[config.mk]
export PLATFORM = sky130hd
export DESIGN_NAME = adc_input_select_and_sequencer
export DESIGN_NICKNAME = d
export VERILOG_FILES = /design/src/adc_seq_pkg.sv /design/src/adc_tick_if.sv /design/src/adc_clk_divider.sv /design/src/adc_input_select_and_sequencer.sv
export VERILOG_INCLUDE_DIRS = /design/src
export SDC_FILE = /design/constraint.sdc
export NUM_CORES = 1
export LEC_CHECK = 0
export ABC_AREA = 1
export BUFFER_PORTS_ARGS = -buffer_cell sky130_fd_sc_hd__buf_2
export CAP_MARGIN = 0
export CORE_UTILIZATION = 30
export DETAILED_ROUTE_END_ITERATION = 7
export HOLD_SLACK_MARGIN = 0.05
export PLACE_DENSITY = 0.61
export REMOVE_ABC_BUFFERS = 1
export SLEW_MARGIN = 20
export SYNTH_ARGS = -nofsm -noshare
export SYNTH_HDL_FRONTEND = slang
export SYNTH_HIERARCHICAL = 1
export SYNTH_SLANG_ARGS = --single-unit
[constraint.sdc]
create_clock -name i_core_clk -period 2.2 [get_ports i_core_clk]
set_clock_uncertainty 0.1 [all_clocks]
set_input_delay 0.11 -clock i_core_clk [delete_from_list [all_inputs] [get_ports i_core_clk]]
set_output_delay 0.11 -clock i_core_clk [all_outputs]
set_load 0.05 [all_outputs]
[src/adc_seq_defines.svh]
// Purpose: Constants for the converter input select and sequencer
// Assumes: 10 MHz core clock
// Notes: Codes, counts and reset values
`ifndef ADC_SEQ_DEFINES_SVH
`define ADC_SEQ_DEFINES_SVH

`define SAMPLE_CYCLES 5'h04
`define CONVERT_CYCLES 5'h0c
`define TOTAL_CYCLES 5'h10
`define SRC_BANDGAP 3'h1
`define SRC_GND_LO 3'h2
`define SRC_GND_HI 3'h4
`define REF_SUPPLY_CODE 2'h1
`define RESULT_RESET 12'h000
`define RESULT_FULL_SCALE 12'hfff
`define DIV_RESET 3'h0

`endif

[src/adc_seq_pkg.sv]
// Purpose: Types for the converter input select and sequencer
// Assumes: Nothing
// Notes: Constants live in the defines header
package adc_seq_pkg;
    typedef enum logic [1:0] {
        SRC_FLOAT,
        SRC_PIN,
        SRC_BANDGAP,
        SRC_GROUND
    } input_src_t;

    typedef enum logic [1:0] {
        ST_IDLE,
        ST_ARMED,
        ST_SAMPLE,
        ST_CONVERT
    } seq_state_t;
endpackage

[src/adc_tick_if.sv]
// Purpose: Carries the converter clock tick between modules
// Assumes: One core clock
// Notes: Tick is a one-cycle pulse
`timescale 1ns/10ps
interface adc_tick_if;
    logic [2:0] div_sel;
    logic restart;
    logic tick;
    modport gen (input div_sel, input restart, output tick);
    modport use_side (output div_sel, output restart, input tick);
endinterface

[src/adc_clk_divider.sv]
// Purpose: Converter clock tick from the core clock
// Assumes: Divider code held stable during a conversion
// Notes: Tick every 2**div_sel core cycles
`timescale 1ns/10ps
`include "adc_seq_defines.svh"
module adc_clk_divider (
    // Clock and reset
    input wire logic i_core_clk,
    input wire logic i_reset_n,
    // Tick link
    adc_tick_if.gen tick_bus
);
    logic [6:0] cnt_ff;
    logic [6:0] nxt_cnt;
    logic tick_ff;
    logic nxt_tick;
    logic [6:0] limit;

    always_comb begin
        limit = 7'((8'h01 << tick_bus.div_sel) - 8'h01);
        nxt_cnt = cnt_ff + 7'h01;
        nxt_tick = 1'b0;
        if (tick_bus.restart) begin
            nxt_cnt = 7'h00;
        end else if (cnt_ff >= limit) begin
            nxt_cnt = 7'h00;
            nxt_tick = 1'b1;
        end
    end

    always_ff @(posedge i_core_clk or negedge i_reset_n) begin
        if (!i_reset_n) begin
            cnt_ff <= 7'h00;
            tick_ff <= 1'b0;
        end else begin
            cnt_ff <= nxt_cnt;
            tick_ff <= nxt_tick;
        end
    end

    assign tick_bus.tick = tick_ff;
endmodule

[src/adc_input_select_and_sequencer.sv]
// Purpose: Pin muxing, input select and conversion sequencing of the converter
// Assumes: Firmware drives the control bits as plain synchronous inputs
// Notes: Analog core gives its result on i_core_result at the last convert tick
`timescale 1ns/10ps
`include "adc_seq_defines.svh"

// Functional notes
// - Analog-enabled pin goes to the mux; its other functions are disabled.
// - Pull-up of an analog-enabled pin is disconnected.
// - Analog enable overrides the pin direction setting.
// - Source 000 or 101-111 with channel 0-7 picks analog pin 0-7.
// - Source 000 or 101-111 with channel 8-15 leaves the input floating.
// - Source 001 with channel 8-15 selects the bandgap.
// - Source 010-100 with channel 8-15 ties the input to ground.
// - Conversion is 4 sampling plus 12 converting ticks, 16 total.
// - Conversion runs in hardware without stalling the processor.
// - Start low-high-low; high resets, falling edge launches conversion.
// - Busy high during conversion, low at end; result then readable.
// - Power enable low switches the converter off completely.
// - Result is 12-bit unsigned, full scale all ones, step reference/4096.
// - At completion set the interrupt flag, raise interrupt if enabled.
// - Reference code 01 uses supply; other codes use the external pin.
// - Divider code 000-111 divides the system clock by 1 to 128.
module adc_input_select_and_sequencer (
    // Clock and reset
    input wire logic i_core_clk,
    input wire logic i_reset_n,
    // Pin configuration
    input wire logic [7:0] i_pin_analog_enables,
    input wire logic [7:0] i_port_dir_input,
    input wire logic [7:0] i_port_pullup_en,
    // Converter control
    input wire logic i_converter_power_enable,
    input wire logic i_start,
    input wire logic [2:0] i_conv_clock_divider,
    input wire logic [2:0] i_internal_source_select,
    input wire logic [3:0] i_external_channel_select,
    input wire logic [1:0] i_reference_source_select,
    input wire logic i_result_format_select,
    // Interrupt control
    input wire logic i_global_irq_enable,
    input wire logic i_conversion_irq_enable,
    input wire logic i_irq_flag_clear,
    // Analog core
    input wire logic [11:0] i_core_result,
    // Pin controls
    output logic [7:0] o_pin_digital_enable,
    output logic [7:0] o_pin_dir_input,
    output logic [7:0] o_pin_pullup_on,
    output logic [7:0] o_pin_to_mux,
    // Analog controls
    output logic [1:0] o_input_source,
    output logic [2:0] o_channel_index,
    output logic o_ref_from_supply,
    output logic o_analog_power_on,
    output logic o_sample_hold,
    output logic o_core_reset,
    // Status and result
    output logic o_conversion_busy_flag,
    output logic o_conversion_irq_flag,
    output logic o_conversion_irq,
    output logic o_result_format,
    output logic [7:0] o_result_high_reg,
    output logic [7:0] o_result_low_reg
);
    // ----------------------------------------
    // Pin routing
    // ----------------------------------------
    logic [7:0] dig_en_ff, dir_in_ff, pull_ff, to_mux_ff;
    logic [7:0] nxt_dig_en, nxt_dir_in, nxt_pull, nxt_to_mux;

    genvar g;
    generate
        for (g = 0; g < 8; g = g + 1) begin : g_pin
            always_comb begin
                nxt_to_mux[g] = i_pin_analog_enables[g];
                nxt_dig_en[g] = ~i_pin_analog_enables[g];
                nxt_pull[g] = i_port_pullup_en[g] & ~i_pin_analog_enables[g];
                nxt_dir_in[g] = i_port_dir_input[g] | i_pin_analog_enables[g];
            end
        end
    endgenerate

    always_ff @(posedge i_core_clk or negedge i_reset_n) begin
        if (!i_reset_n) begin
            dig_en_ff <= 8'hff;
            dir_in_ff <= 8'hff;
            pull_ff <= 8'h00;
            to_mux_ff <= 8'h00;
        end else begin
            dig_en_ff <= nxt_dig_en;
            dir_in_ff <= nxt_dir_in;
            pull_ff <= nxt_pull;
            to_mux_ff <= nxt_to_mux;
        end
    end

    // ----------------------------------------
    // Input source and reference
    // ----------------------------------------
    adc_seq_pkg::input_src_t src_ff, nxt_src;
    logic [2:0] chan_ff, nxt_chan;
    logic ref_ff, nxt_ref, pwr_ff, nxt_pwr, fmt_ff, nxt_fmt;

    // Mixed codes outside the table float the input rather than short sources
    always_comb begin
        nxt_chan = i_external_channel_select[2:0];
        nxt_src = adc_seq_pkg::SRC_FLOAT;
        if (i_internal_source_select == `SRC_BANDGAP) begin
            if (i_external_channel_select[3]) begin
                nxt_src = adc_seq_pkg::SRC_BANDGAP;
            end
        end else if (i_internal_source_select >= `SRC_GND_LO &&
                     i_internal_source_select <= `SRC_GND_HI) begin
            if (i_external_channel_select[3]) begin
                nxt_src = adc_seq_pkg::SRC_GROUND;
            end
        end else if (!i_external_channel_select[3]) begin
            nxt_src = adc_seq_pkg::SRC_PIN;
        end else begin
            nxt_src = adc_seq_pkg::SRC_FLOAT;
        end
        nxt_ref = (i_reference_source_select == `REF_SUPPLY_CODE);
        nxt_pwr = i_converter_power_enable;
        nxt_fmt = i_result_format_select;
    end

    always_ff @(posedge i_core_clk or negedge i_reset_n) begin
        if (!i_reset_n) begin
            src_ff <= adc_seq_pkg::SRC_FLOAT;
            chan_ff <= 3'h0;
            ref_ff <= 1'b0;
            pwr_ff <= 1'b0;
            fmt_ff <= 1'b0;
        end else begin
            src_ff <= nxt_src;
            chan_ff <= nxt_chan;
            ref_ff <= nxt_ref;
            pwr_ff <= nxt_pwr;
            fmt_ff <= nxt_fmt;
        end
    end

    // ----------------------------------------
    // Conversion sequencer
    // ----------------------------------------
    adc_tick_if tick_bus ();
    adc_clk_divider u_div (
        .i_core_clk(i_core_clk),
        .i_reset_n(i_reset_n),
        .tick_bus(tick_bus.gen)
    );

    adc_seq_pkg::seq_state_t st_ff, nxt_st;
    logic [4:0] cnt_ff, nxt_cnt;
    logic busy_ff, nxt_busy, flag_ff, nxt_flag, irq_ff, nxt_irq;
    logic hold_ff, nxt_hold, crst_ff, nxt_crst;
    logic [11:0] res_ff, nxt_res;
    logic done;

    assign tick_bus.div_sel = i_conv_clock_divider;
    assign tick_bus.restart = i_start;

    // Runs on its own; processor sees busy, flag, interrupt and result
    always_comb begin
        nxt_st = st_ff;
        nxt_cnt = cnt_ff;
        nxt_res = res_ff;
        done = 1'b0;
        unique case (st_ff)
            adc_seq_pkg::ST_IDLE: begin
                if (i_start) begin
                    nxt_st = adc_seq_pkg::ST_ARMED;
                end
            end
            adc_seq_pkg::ST_ARMED: begin
                if (!i_start) begin
                    nxt_st = adc_seq_pkg::ST_SAMPLE;
                    nxt_cnt = 5'h00;
                end
            end
            adc_seq_pkg::ST_SAMPLE: begin
                if (tick_bus.tick) begin
                    nxt_cnt = cnt_ff + 5'h01;
                    if (cnt_ff == `SAMPLE_CYCLES - 5'h01) begin
                        nxt_st = adc_seq_pkg::ST_CONVERT;
                    end
                end
            end
            adc_seq_pkg::ST_CONVERT: begin
                if (tick_bus.tick) begin
                    nxt_cnt = cnt_ff + 5'h01;
                    if (cnt_ff == `TOTAL_CYCLES - 5'h01) begin
                        nxt_st = adc_seq_pkg::ST_IDLE;
                        nxt_res = i_core_result;
                        done = 1'b1;
                    end
                end
            end
        endcase
        if (i_start && st_ff != adc_seq_pkg::ST_IDLE) begin
            nxt_st = adc_seq_pkg::ST_ARMED;
            done = 1'b0;
            nxt_res = res_ff;
        end
        if (!i_converter_power_enable) begin
            nxt_st = adc_seq_pkg::ST_IDLE;
            done = 1'b0;
            nxt_res = res_ff;
        end
        nxt_busy = (nxt_st == adc_seq_pkg::ST_SAMPLE) || (nxt_st == adc_seq_pkg::ST_CONVERT);
        nxt_flag = done | (flag_ff & ~i_irq_flag_clear);
        nxt_irq = nxt_flag & i_conversion_irq_enable & i_global_irq_enable;
        nxt_hold = (nxt_st == adc_seq_pkg::ST_CONVERT);
        nxt_crst = (nxt_st == adc_seq_pkg::ST_ARMED);
    end

    always_ff @(posedge i_core_clk or negedge i_reset_n) begin
        if (!i_reset_n) begin
            st_ff <= adc_seq_pkg::ST_IDLE;
            cnt_ff <= 5'h00;
            busy_ff <= 1'b0;
            flag_ff <= 1'b0;
            irq_ff <= 1'b0;
            hold_ff <= 1'b0;
            crst_ff <= 1'b0;
            res_ff <= `RESULT_RESET;
        end else begin
            st_ff <= nxt_st;
            cnt_ff <= nxt_cnt;
            busy_ff <= nxt_busy;
            flag_ff <= nxt_flag;
            irq_ff <= nxt_irq;
            hold_ff <= nxt_hold;
            crst_ff <= nxt_crst;
            res_ff <= nxt_res;
        end
    end

    // ----------------------------------------
    // Outputs
    // ----------------------------------------
    assign o_pin_digital_enable = dig_en_ff;
    assign o_pin_dir_input = dir_in_ff;
    assign o_pin_pullup_on = pull_ff;
    assign o_pin_to_mux = to_mux_ff;
    assign o_input_source = src_ff;
    assign o_channel_index = chan_ff;
    assign o_ref_from_supply = ref_ff;
    assign o_analog_power_on = pwr_ff;
    assign o_sample_hold = hold_ff;
    assign o_core_reset = crst_ff;
    assign o_conversion_busy_flag = busy_ff;
    assign o_conversion_irq_flag = flag_ff;
    assign o_conversion_irq = irq_ff;
    assign o_result_format = fmt_ff;
    assign o_result_high_reg = {4'h0, res_ff[11:8]};
    assign o_result_low_reg = res_ff[7:0];
endmodule

==> impl_metrics.csv, run 1 <==
group,metric,value,unit
sta,setup-tns-final,0,ns
logic_synthesis,yosysMostFrequentCell,"nand2_1",
placement,gp_congestion,0.751,
detailed_routing,met1_length,2.63,mm
worst_setup_path,r2r-end,"res_ff[2]",
finish,num-fill-cells,883,
sta,setup_viol,0,
sta,drv_slew,0,
worst_setup_path,worst-path-buf-inv,3,
power,p_leak,2.33,nW
global_routing,grt_pass1_wl,10.7,mm
clocking,cts_sinks,71,
clocking,clk_pin_slew,0.07,ns
run_status,status,"completed",
logic_synthesis,ys_types,25,
logic_synthesis,synth_commonest_cells,"nand2_1 (60), dfrtp_1 (55), inv_1 (44)",
logic_synthesis,synth_compound_area_frac,0.0417,
floorplan,fp.dieArea,0.00999,mm^2
worst_setup_path,worst_path_max_delay_cell,"dlygate4sd3_1",
finish,finalNetCount,531,
clocking,cts_tree,"done",
power,power.switching,0.780,mW
min_path,hp-class,"in -> async",
logic_synthesis,synth_simple_gate_area_frac,0.207,
global_routing,grt_pass1_vias,2458,
power,ir_worst_vdd,316,uV
worst_setup_path,critPathRequiredTime,2.38,ns
clocking,cts_resized,0,
logic_synthesis,ys_warn_count,6,
detailed_routing,wirelength,6.43,mm
sta,rsz0062_at_grt,"no",
detailed_routing,post_drt_wl_per_cell,10.8,um
worst_setup_path,crit_path_end_kind,"flop",
sta,final_hold_viol_count,0,
logic_synthesis,synth_edf_count,0,
placement,io_buffers,112,
floorplan,core-area,0.00928,mm^2
detailed_routing,first_pass_iters,4,
global_routing,grt_max_degree,72,
clocking,cts_buffer_depth,2,
worst_setup_path,r2r_cells,9,
global_routing,track_usage,0.139,
logic_synthesis,synthMuxAreaShare,0,
finish,syn_to_final_growth,48.5,%
logic_synthesis,yosysTopAreaCellShare,0.478,
worst_setup_path,criticalPathCategory,"in -> reg",
worst_setup_path,worstPathCellList,"dlygate4sd3_1, buf_2, nor2_1, nor2_1, a21oi_1, ha_1, a31oi_1, dlygate4sd3_1",
worst_setup_path,critPathMaxStageDelay,0.55,ns
power,p_int,1.98,mW
worst_setup_path,reg2reg_slack,0.46,ns
clocking,clk_latency,0.33,ns
power,clockPowerShare,0.324,
sta,fin_crit,1.80,ns
detailed_routing,drcViolationCount,0,
logic_synthesis,synth_top_area_cell,"dfrtp_1",
logic_synthesis,synthCells,291,
power,power.share.switching,0.283,
logic_synthesis,synthAdderAreaFrac,0.0478,
clocking,cts_htree_levels,3,
power,seq_power_share,0.505,
sta,period_share,0.820,
detailed_routing,viasPerCell,4.20,
detailed_routing,drtIter0Drc,80,
clocking,cts_hold_buf,52,
finish,multi_input_comb_area,870,um^2
clocking,cts_buffers,9,
logic_synthesis,avgSynthCellArea,9.89,um^2
placement,dp_hpwl,4.26,mm
logic_synthesis,synth_ff_type,"dfrtp_1",
logic_synthesis,synth_area,0.00288,mm^2
sta,hold_slack,0.222,ns
floorplan,num_rows,35,
clocking,postCtsSetupBuffers,0,
detailed_routing,dr_wl_met3,433,um
global_routing,grt.overflow.total,0,
floorplan,start_util,0.310,
power,pwr-share-comb,0.171,
worst_setup_path,path_max_fanout,3,
finish,diodes,0,
clocking,cts-root-buf,"clkbuf_8",
logic_synthesis,yosysSeqAreaShare,0.624,
detailed_routing,ant_nets,0,
logic_synthesis,synth_async_sr_flop_share,1.00,
power,power_density,644,mW/mm^2
finish,layout-drive-gt1-share,0.345,
logic_synthesis,synthTopCellsByArea,"dfrtp_1 (48%), dfstp_2 (15%), nand2_1 (7.8%)",
worst_setup_path,crit_arrival,1.98,ns
floorplan,die_h,100,um
detailed_routing,vias,2512,
logic_synthesis,synth_xor_area_frac,0,
sta,fmax,0.554,GHz
logic_synthesis,synth_seq_cells,71,
detailed_routing,highest_layer,"met4",
run,drv_cap,0,
floorplan,die_w,100,um
floorplan,ios,117,
worst_setup_path,crit_family,"buffers and inverters",
global_routing,antenna_found_initial,0,
worst_setup_path,cp-start-kind,"input port",
detailed_routing,wl_met2,3.22,mm
finish,seq_area,0.00180,mm^2
logic_synthesis,synth_top_family_by_area,"simple AND/OR/NAND/NOR gates",
worst_setup_path,reg2reg_from,"cnt_ff[0]",
==> cell families (layout without fill, tap and decap cells) <==
family / Yosys count / count (layout)
AOI/OAI and AO/OA: 20 / 20
adders and majority gates: 11 / 11
buffers and inverters: 52 / 227
DFF: 71 / 71
other: 1 / 4
and+or+nand+nor: 136 / 136
==> tightest hold or removal path: cells and delay by family <==
| family | cells | cell delay [ns] |
|---|---|---|
| buffers and inverters | 3 | 0.95 |
==> cell type report <==
| type | count | share of cell area |
|---|---|---|
| multi-input combinational | 171 | 0.203 |
| sequential | 71 | 0.420 |
| clock inverter | 3 | 0.00468 |
| clock buffer | 13 | 0.0348 |
| timing repair buffer | 166 | 0.259 |
| tap | 129 | 0.0377 |
| inverter | 45 | 0.0401 |
==> layer usage <==
layer  vias up  track usage
li1       1235            -
met4         0       0.0577
met1      1182        0.152
met2        80        0.243
met5         -            0
met3        15       0.0501
==> per-stage QoR <==
stage / worst slack (ns) / power (mW) / util / cells / area (um^2)
2_1_floorplan: 0.379 / 1.66 / - / 287 / 2840
3_3_place_gp: 0.528 / 1.81 / 0.386 / 530 / 3590
3_5_place_dp: 0.460 / 1.81 / 0.386 / 530 / 3590
4_1_cts: 0.441 / 2.80 / 0.461 / 598 / 4280
5_1_grt: 0.276 / 2.90 / 0.461 / 598 / 4280
6_report: 0.396 / 2.76 / 0.461 / 598 / 4280
==> sequential cells by signal, summed over array words and instances (netlist names) <==
register,count
u_div/tick_bus.tick,1
o_ref_from_supply,1
o_sample_hold,1
o_channel_index,3
u_div/cnt_ff,7
o_pin_to_mux,8
o_pin_digital_enable,8
o_analog_power_on,1
o_conversion_irq_flag,1
st_ff,1
res_ff,12
o_input_source,2
o_pin_dir_input,8
o_result_format,1
o_conversion_irq,1
cnt_ff,5
o_conversion_busy_flag,1
o_core_reset,1
o_pin_pullup_on,8
==> power by group through the flow <==
| stage | Clock [mW] | Combinational (mW) | Sequential [mW] |
|---|---|---|---|
| 2_1_floorplan | 0 | 0.0942 | 1.57 |
| 3_3_place_gp | 0 | 0.393 | 1.41 |
| 3_5_place_dp | 0 | 0.399 | 1.42 |
| 4_1_cts | 0.939 | 0.472 | 1.39 |
| 5_1_grt | 0.992 | 0.510 | 1.40 |
| 6_report | 0.893 | 0.470 | 1.39 |
==> worst max-delay path by stage <==
stage	slack (ns)	depth (start not counted)	endpoint	start
2_1_floorplan	0.38	9	res_ff[0]	cnt_ff[0]
5_1_grt	0.28	8	o_input_source[0]	i_internal_source_select[0]
3_3_place_gp	0.53	9	res_ff[3]	cnt_ff[0]
6_report	0.40	8	o_input_source[0]	i_internal_source_select[0]
4_1_cts	0.44	8	o_input_source[0]	i_internal_source_select[0]
3_5_place_dp	0.46	9	res_ff[2]	cnt_ff[0]
==> placed cells by master, fill, tap and decap left out, types with 2 or more instances in the layout <==
cell type	n
dfstp_2	16
or2_2	8
conb_1	4
nor2_2	2
dfrtp_1	55
a21oi_1	7
nor2_1	34
o21ai_0	7
clkinvlp_4	2
inv_1	44
buf_2	112
nand2_1	60
ha_1	11
nand3_1	26
dlygate4sd3_1	52
nand2_2	4
clkbuf_1	3
clkbuf_8	10
No activity file was read; power rests on OpenSTA's default activity.
==> run 2, diff against run 1 <==
Clock period 2.2 ns to 1.84 ns, I/O delays scaled along.
==> run 2 against run 1 <==
  * Die area did not move
  * Critical endpoint is now res_ff[8]
  * Utilization up 0.98 points
  * Combinational power grew 21%
  * Sequential share of layout area decreased by 0.88 points
  * Highest routed layer unchanged
  * Largest cell class unchanged
  * Critical path depth is 2 higher
==> impl_metrics.csv, run 2 (synthesized netlist as in run 1, its figures left out) <==
group,metric,value,unit
clocking,cts_buffer_depth,2,
sta,period_share,0.952,
worst_setup_path,crit_arrival,1.89,ns
finish,syn_to_final_growth,51.7,%
run,drv_cap,0,
min_path,hp-class,"in -> async",
clocking,cts_sinks,71,
sta,final_hold_viol_count,0,
detailed_routing,post_drt_wl_per_cell,11.2,um
finish,final_common_cell,"buf_2",
global_routing,track_usage,0.142,
sta,worst_slack,0.0877,ns
finish,largest_reg_flops,12,
sta,setup_viol,0,
detailed_routing,drtIter0Drc,91,
clocking,cts-root-buf,"clkbuf_8",
sta,fin_crit,1.75,ns
sta,drv_slew,0,
finish,largest-register,"res_ff",
placement,io_buffers,112,
detailed_routing,ant_nets,0,
detailed_routing,vias,2529,
sta,relSlewSlack,0.596,
worst_setup_path,cp-start-kind,"flop",
worst_setup_path,worstPathCellList,"ha_2, inv_2, nor2_2, ha_2, inv_2, nor3_4, buf_6, nand2_8, nand2_2, nand2_1",
worst_setup_path,critPathMaxStageDelay,0.39,ns
placement,pre_cts_slack,0.0768,ns
sta,setup-tns-final,0,ns
power,power,3.29,mW
run_status,status,"completed",
finish,final_cell_mix,"buf_2 (112), nand2_1 (55), dfrtp_1 (55)",
clocking,cts_buffers,9,
finish,layout-drive-gt1-share,0.372,
clocking,clk_pin_slew,0.08,ns
global_routing,grt_pass1_vias,2427,
clocking,clk_latency,0.34,ns
detailed_routing,drcViolationCount,0,
sta,hold_slack,0.201,ns
finish,finalNetCount,538,
clocking,cts_htree_levels,3,
sta,fmax,0.571,GHz
global_routing,grt_pass1_wl,11.0,mm
placement,gp_congestion,0.740,
floorplan,core-area,0.00928,mm^2
floorplan,die_h,100,um
global_routing,grt.overflow.total,0,
worst_setup_path,criticalPathCategory,"reg -> reg",
finish,fin_cells,605,
detailed_routing,viasPerCell,4.18,
power,p_leak,2.37,nW
detailed_routing,first_pass_iters,4,
global_routing,antenna_found_initial,0,
placement,dp_hpwl,4.23,mm
finish,multi_input_comb_area,915,um^2
floorplan,die_w,100,um
worst_setup_path,worst_path_max_delay_cell,"dfrtp_1",
finish,seq_area,0.00180,mm^2
floorplan,fp.dieArea,0.00999,mm^2
worst_setup_path,critPathRequiredTime,1.98,ns
worst_setup_path,crit_path_end_kind,"flop",
worst_setup_path,cp-startpoint,"cnt_ff[0]",
power,ir_worst_vdd,509,uV
finish,num-fill-cells,883,
power,power_density,753,mW/mm^2
clocking,cts_tree,"done",
worst_setup_path,reg2reg_from,"cnt_ff[0]",
floorplan,ios,117,
placement,dpl.cell_count,530,
floorplan,start_util,0.310,
floorplan,num_rows,35,
worst_setup_path,path_max_fanout,7,
global_routing,grt_max_degree,72,
detailed_routing,wirelength,6.78,mm
sta,tightest_slew,0.605,ns
finish,diodes,0,
worst_setup_path,worst-path-buf-inv,3,
worst_setup_path,crit_family,"simple AND/OR/NAND/NOR gates",
[run 2: cell types whose count changed in the layout (fill, tap and decap cells not counted), moves of 2 or more]
cell,change
buf_4,+3
buf_6,+2
nand2_1,-5
inv_2,+2
ha_1,-2
ha_2,+2
nand2_2,+4
inv_1,-2
[run 2: per-layer routing]
metal	wire length (um)	vias to the layer above	part of all wire	track usage
li1	-	1254	-	-
met1	2810	1185	0.41	0.162
met2	3460	82	0.51	0.248
met3	420	8	0.062	0.0550
met4	84	0	0.012	0.0351
met5	0	-	0	0
[run 2: power breakdown]
part	internal, mW	switching, mW	leakage [nW]
Sequential	1.64	0.0288	0.887
Clock	0.492	0.564	0.0776
Combinational	0.201	0.367	1.41
[run 2: stage by stage]
step / instance area [um^2] / utilization
final: 4370 / 0.470
after CTS: 4270 / 0.460
after global routing: 4370 / 0.470
after detailed placement: 3590 / 0.386
after floorplan: 2840 / -
after global placement: 3590 / 0.386
[run 2: area by class of cell]
class                      count  area share
sequential                    71       0.411
timing repair buffer         172       0.266
clock buffer                  13      0.0318
multi-input combinational    172       0.209
tap                          129      0.0370
clock inverter                 3     0.00487
inverter                      45      0.0392
[run 2: path summary, 6_finish.rpt]
path	endpoint	slack (ns)	cells after the start
hold reg to reg	res_ff[11]	0.38	2
setup / recovery	res_ff[8]	0.09	10
hold / removal	o_sample_hold	0.20	3
max in group asynchronous	o_pin_digital_enable[6]	1.09	3
setup reg to reg	res_ff[8]	0.09	10
min in group i_core_clk	o_channel_index[2]	0.30	2
[run 2: tightest hold or removal path, cell delays in order]
cell,delay (ns)
dlygate4sd3_1,0.52
buf_2,0.12
buf_12,0.30
[run 2: timing repair]
item / in CTS / in global routing
gates resized for setup: 0 / 17
setup endpoints to repair: 0 / 14
setup buffers: 0 / 4
hold buffers: 52 / 2
hold endpoints to repair: 136 / 1
==> run 3, diff against run 2 <==
Settings changed: CELL_PAD_IN_SITES_DETAIL_PLACEMENT set to 0, CELL_PAD_IN_SITES_GLOBAL_PLACEMENT set to 2, CORE_UTILIZATION 30 to 28, CTS_CLUSTER_SIZE set to 16, PLACE_DENSITY 0.61 to 0.86.
==> run 3 against run 2 <==
  * Sequential share of layout area fell by 0.22 points
  * First-iteration DRC count down 3.3%
  * Non-clock buffer count unchanged
  * Highest routed layer unchanged
==> impl_metrics.csv, run 3 (synthesized netlist as in run 1, its figures left out) <==
group,metric,value,unit
sta,tightest_slew,0.539,ns
floorplan,start_util,0.292,
run_status,status,"completed",
finish,layout-drive-gt1-share,0.357,
finish,largest_reg_flops,12,
sta,final_hold_viol_count,0,
floorplan,ios,117,
clocking,cts_sinks,71,
clocking,cts_buffer_depth,2,
run,drv_cap,0,
detailed_routing,vias,2474,
worst_setup_path,critPathRequiredTime,2.03,ns
power,pwr-share-comb,0.159,
finish,largest-register,"res_ff",
floorplan,die_h,103,um
power,power.switching,0.980,mW
sta,period_share,0.919,
placement,pre_cts_slack,0.100,ns
sta,setup_viol,0,
floorplan,fp.dieArea,0.0107,mm^2
finish,finalInstanceArea,0.00439,mm^2
finish,finalNetCount,538,
finish,final_common_cell,"buf_2",
clocking,clk_latency,0.34,ns
clocking,cts_htree_levels,3,
finish,syn_to_final_growth,52.5,%
power,seq_power_share,0.465,
sta,fmax,0.591,GHz
worst_setup_path,worst_path_max_delay_cell,"dfrtp_1",
worst_setup_path,cp-start-kind,"flop",
floorplan,num_rows,36,
power,clockPowerShare,0.377,
power,p_int,2.60,mW
worst_setup_path,crit_path_end_kind,"flop",
sta,drv_slew,0,
finish,seq_area,0.00180,mm^2
clocking,cts_tree,"done",
worst_setup_path,reg2reg_slack,0.15,ns
worst_setup_path,cp-startpoint,"cnt_ff[0]",
worst_setup_path,critPathMaxStageDelay,0.38,ns
placement,gp_congestion,0.770,
power,power.share.switching,0.273,
clocking,cts_buffers,9,
global_routing,grt_pass1_wl,10.5,mm
global_routing,grt_pass1_vias,2372,
worst_setup_path,crit_arrival,1.88,ns
detailed_routing,ant_nets,0,
sta,relSlewSlack,0.640,
finish,num-fill-cells,934,
detailed_routing,post_drt_wl_per_cell,11.1,um
worst_setup_path,worst-path-buf-inv,4,
sta,fin_crit,1.69,ns
worst_setup_path,crit_family,"simple AND/OR/NAND/NOR gates",
placement,place_area,0.00359,mm^2
power,power_density,816,mW/mm^2
finish,final_cell_mix,"buf_2 (113), nand2_1 (60), dfrtp_1 (55)",
detailed_routing,wirelength,6.79,mm
worst_setup_path,criticalPathCategory,"reg -> reg",
sta,worst_slack,0.149,ns
worst_setup_path,r2r-end,"res_ff[3]",
clocking,clk_pin_slew,0.09,ns
placement,dp_hpwl,4.52,mm
power,p_leak,2.41,nW
global_routing,grt_max_degree,72,
finish,multi_input_comb_area,886,um^2
worst_setup_path,r2r_cells,10,
finish,diodes,0,
worst_setup_path,path_max_fanout,6,
floorplan,die_w,103,um
global_routing,antenna_found_initial,0,
min_path,hp-class,"in -> async",
detailed_routing,first_pass_iters,4,
detailed_routing,drcViolationCount,0,
floorplan,core-area,0.00986,mm^2
detailed_routing,viasPerCell,4.06,
placement,io_buffers,112,
clocking,cts-root-buf,"clkbuf_8",
detailed_routing,drtIter0Drc,88,
global_routing,grt.overflow.total,0,
power,ir_worst_vdd,490,uV
worst_setup_path,worstPathCellList,"ha_1, inv_1, nor2_1, ha_1, inv_1, nor3_4, buf_4, buf_6, nand3_1, nand2_1",
worst_setup_path,reg2reg_from,"cnt_ff[0]",
global_routing,track_usage,0.132,
[run 3: changes by cell type in the layout (fill, tap and decap cells not counted), sizes merged]
cell    previous run  this run
bufinv             0         2
clkbuf            13        10
clkinv             2         3
[run 3: routing by layer]
layer / part of all wire / global-route usage / vias up
met5: 0 / 0 / -
met4: 0.014 / 0.0661 / 0
met3: 0.061 / 0.0450 / 8
met2: 0.51 / 0.216 / 81
met1: 0.42 / 0.154 / 1132
li1: - / - / 1253
[run 3: worst max-delay path by stage]
stage	to	slack (ns)	cells past startpoint
floorplan	res_ff[0]	0.02	9
global placement	res_ff[1]	0.15	9
detailed placement	res_ff[3]	0.10	9
CTS	res_ff[3]	0.09	9
global route	res_ff[2]	-0.02	10
finish	res_ff[3]	0.15	10
[run 3: power groups by stage]
stage | combinational [mW] | clock (mW) | sequential [mW]
global route | 0.622 | 1.46 | 1.67
global placement | 0.473 | 0 | 1.69
finish | 0.568 | 1.35 | 1.67
CTS | 0.565 | 1.39 | 1.66
detailed placement | 0.477 | 0 | 1.69
floorplan | 0.113 | 0 | 1.88
[run 3: layout make-up]
cell class	instances	area share
multi-input cells	172	0.202
inverters	45	0.0390
clock inverters	6	0.0197
clock buffers	10	0.0291
repair buffers	172	0.264
well taps	133	0.0379
flip-flops and latches	71	0.409
[run 3: worst register-to-register path, delay by kind of cell (launching register included)]
family,cells,cell delay [ns]
buffers and inverters,4,0.39
adders and majority gates,2,0.34
DFF,1,0.38
and+or+nand+nor,4,0.43
[run 3: timing repair]
action                                  in CTS  in global routing
hold buffers                                52                  2
resized for setup                            0                  3
setup buffers                                0                  4
endpoints found under the setup margin       0                 14
hold endpoints to repair                   136                  1
[run 3: through the flow]
stage	utilization	power [mW]	std cells	TNS (ns)	hold WS, ns
after floorplan	-	1.99	287	0	-0.304
after global placement	0.364	2.16	534	0	0.0430
after detailed placement	0.364	2.17	534	0	0.0511
after CTS	0.439	3.62	602	0	0.190
after global routing	0.445	3.75	609	-0.0630	0.220
final	0.445	3.58	609	0	0.194
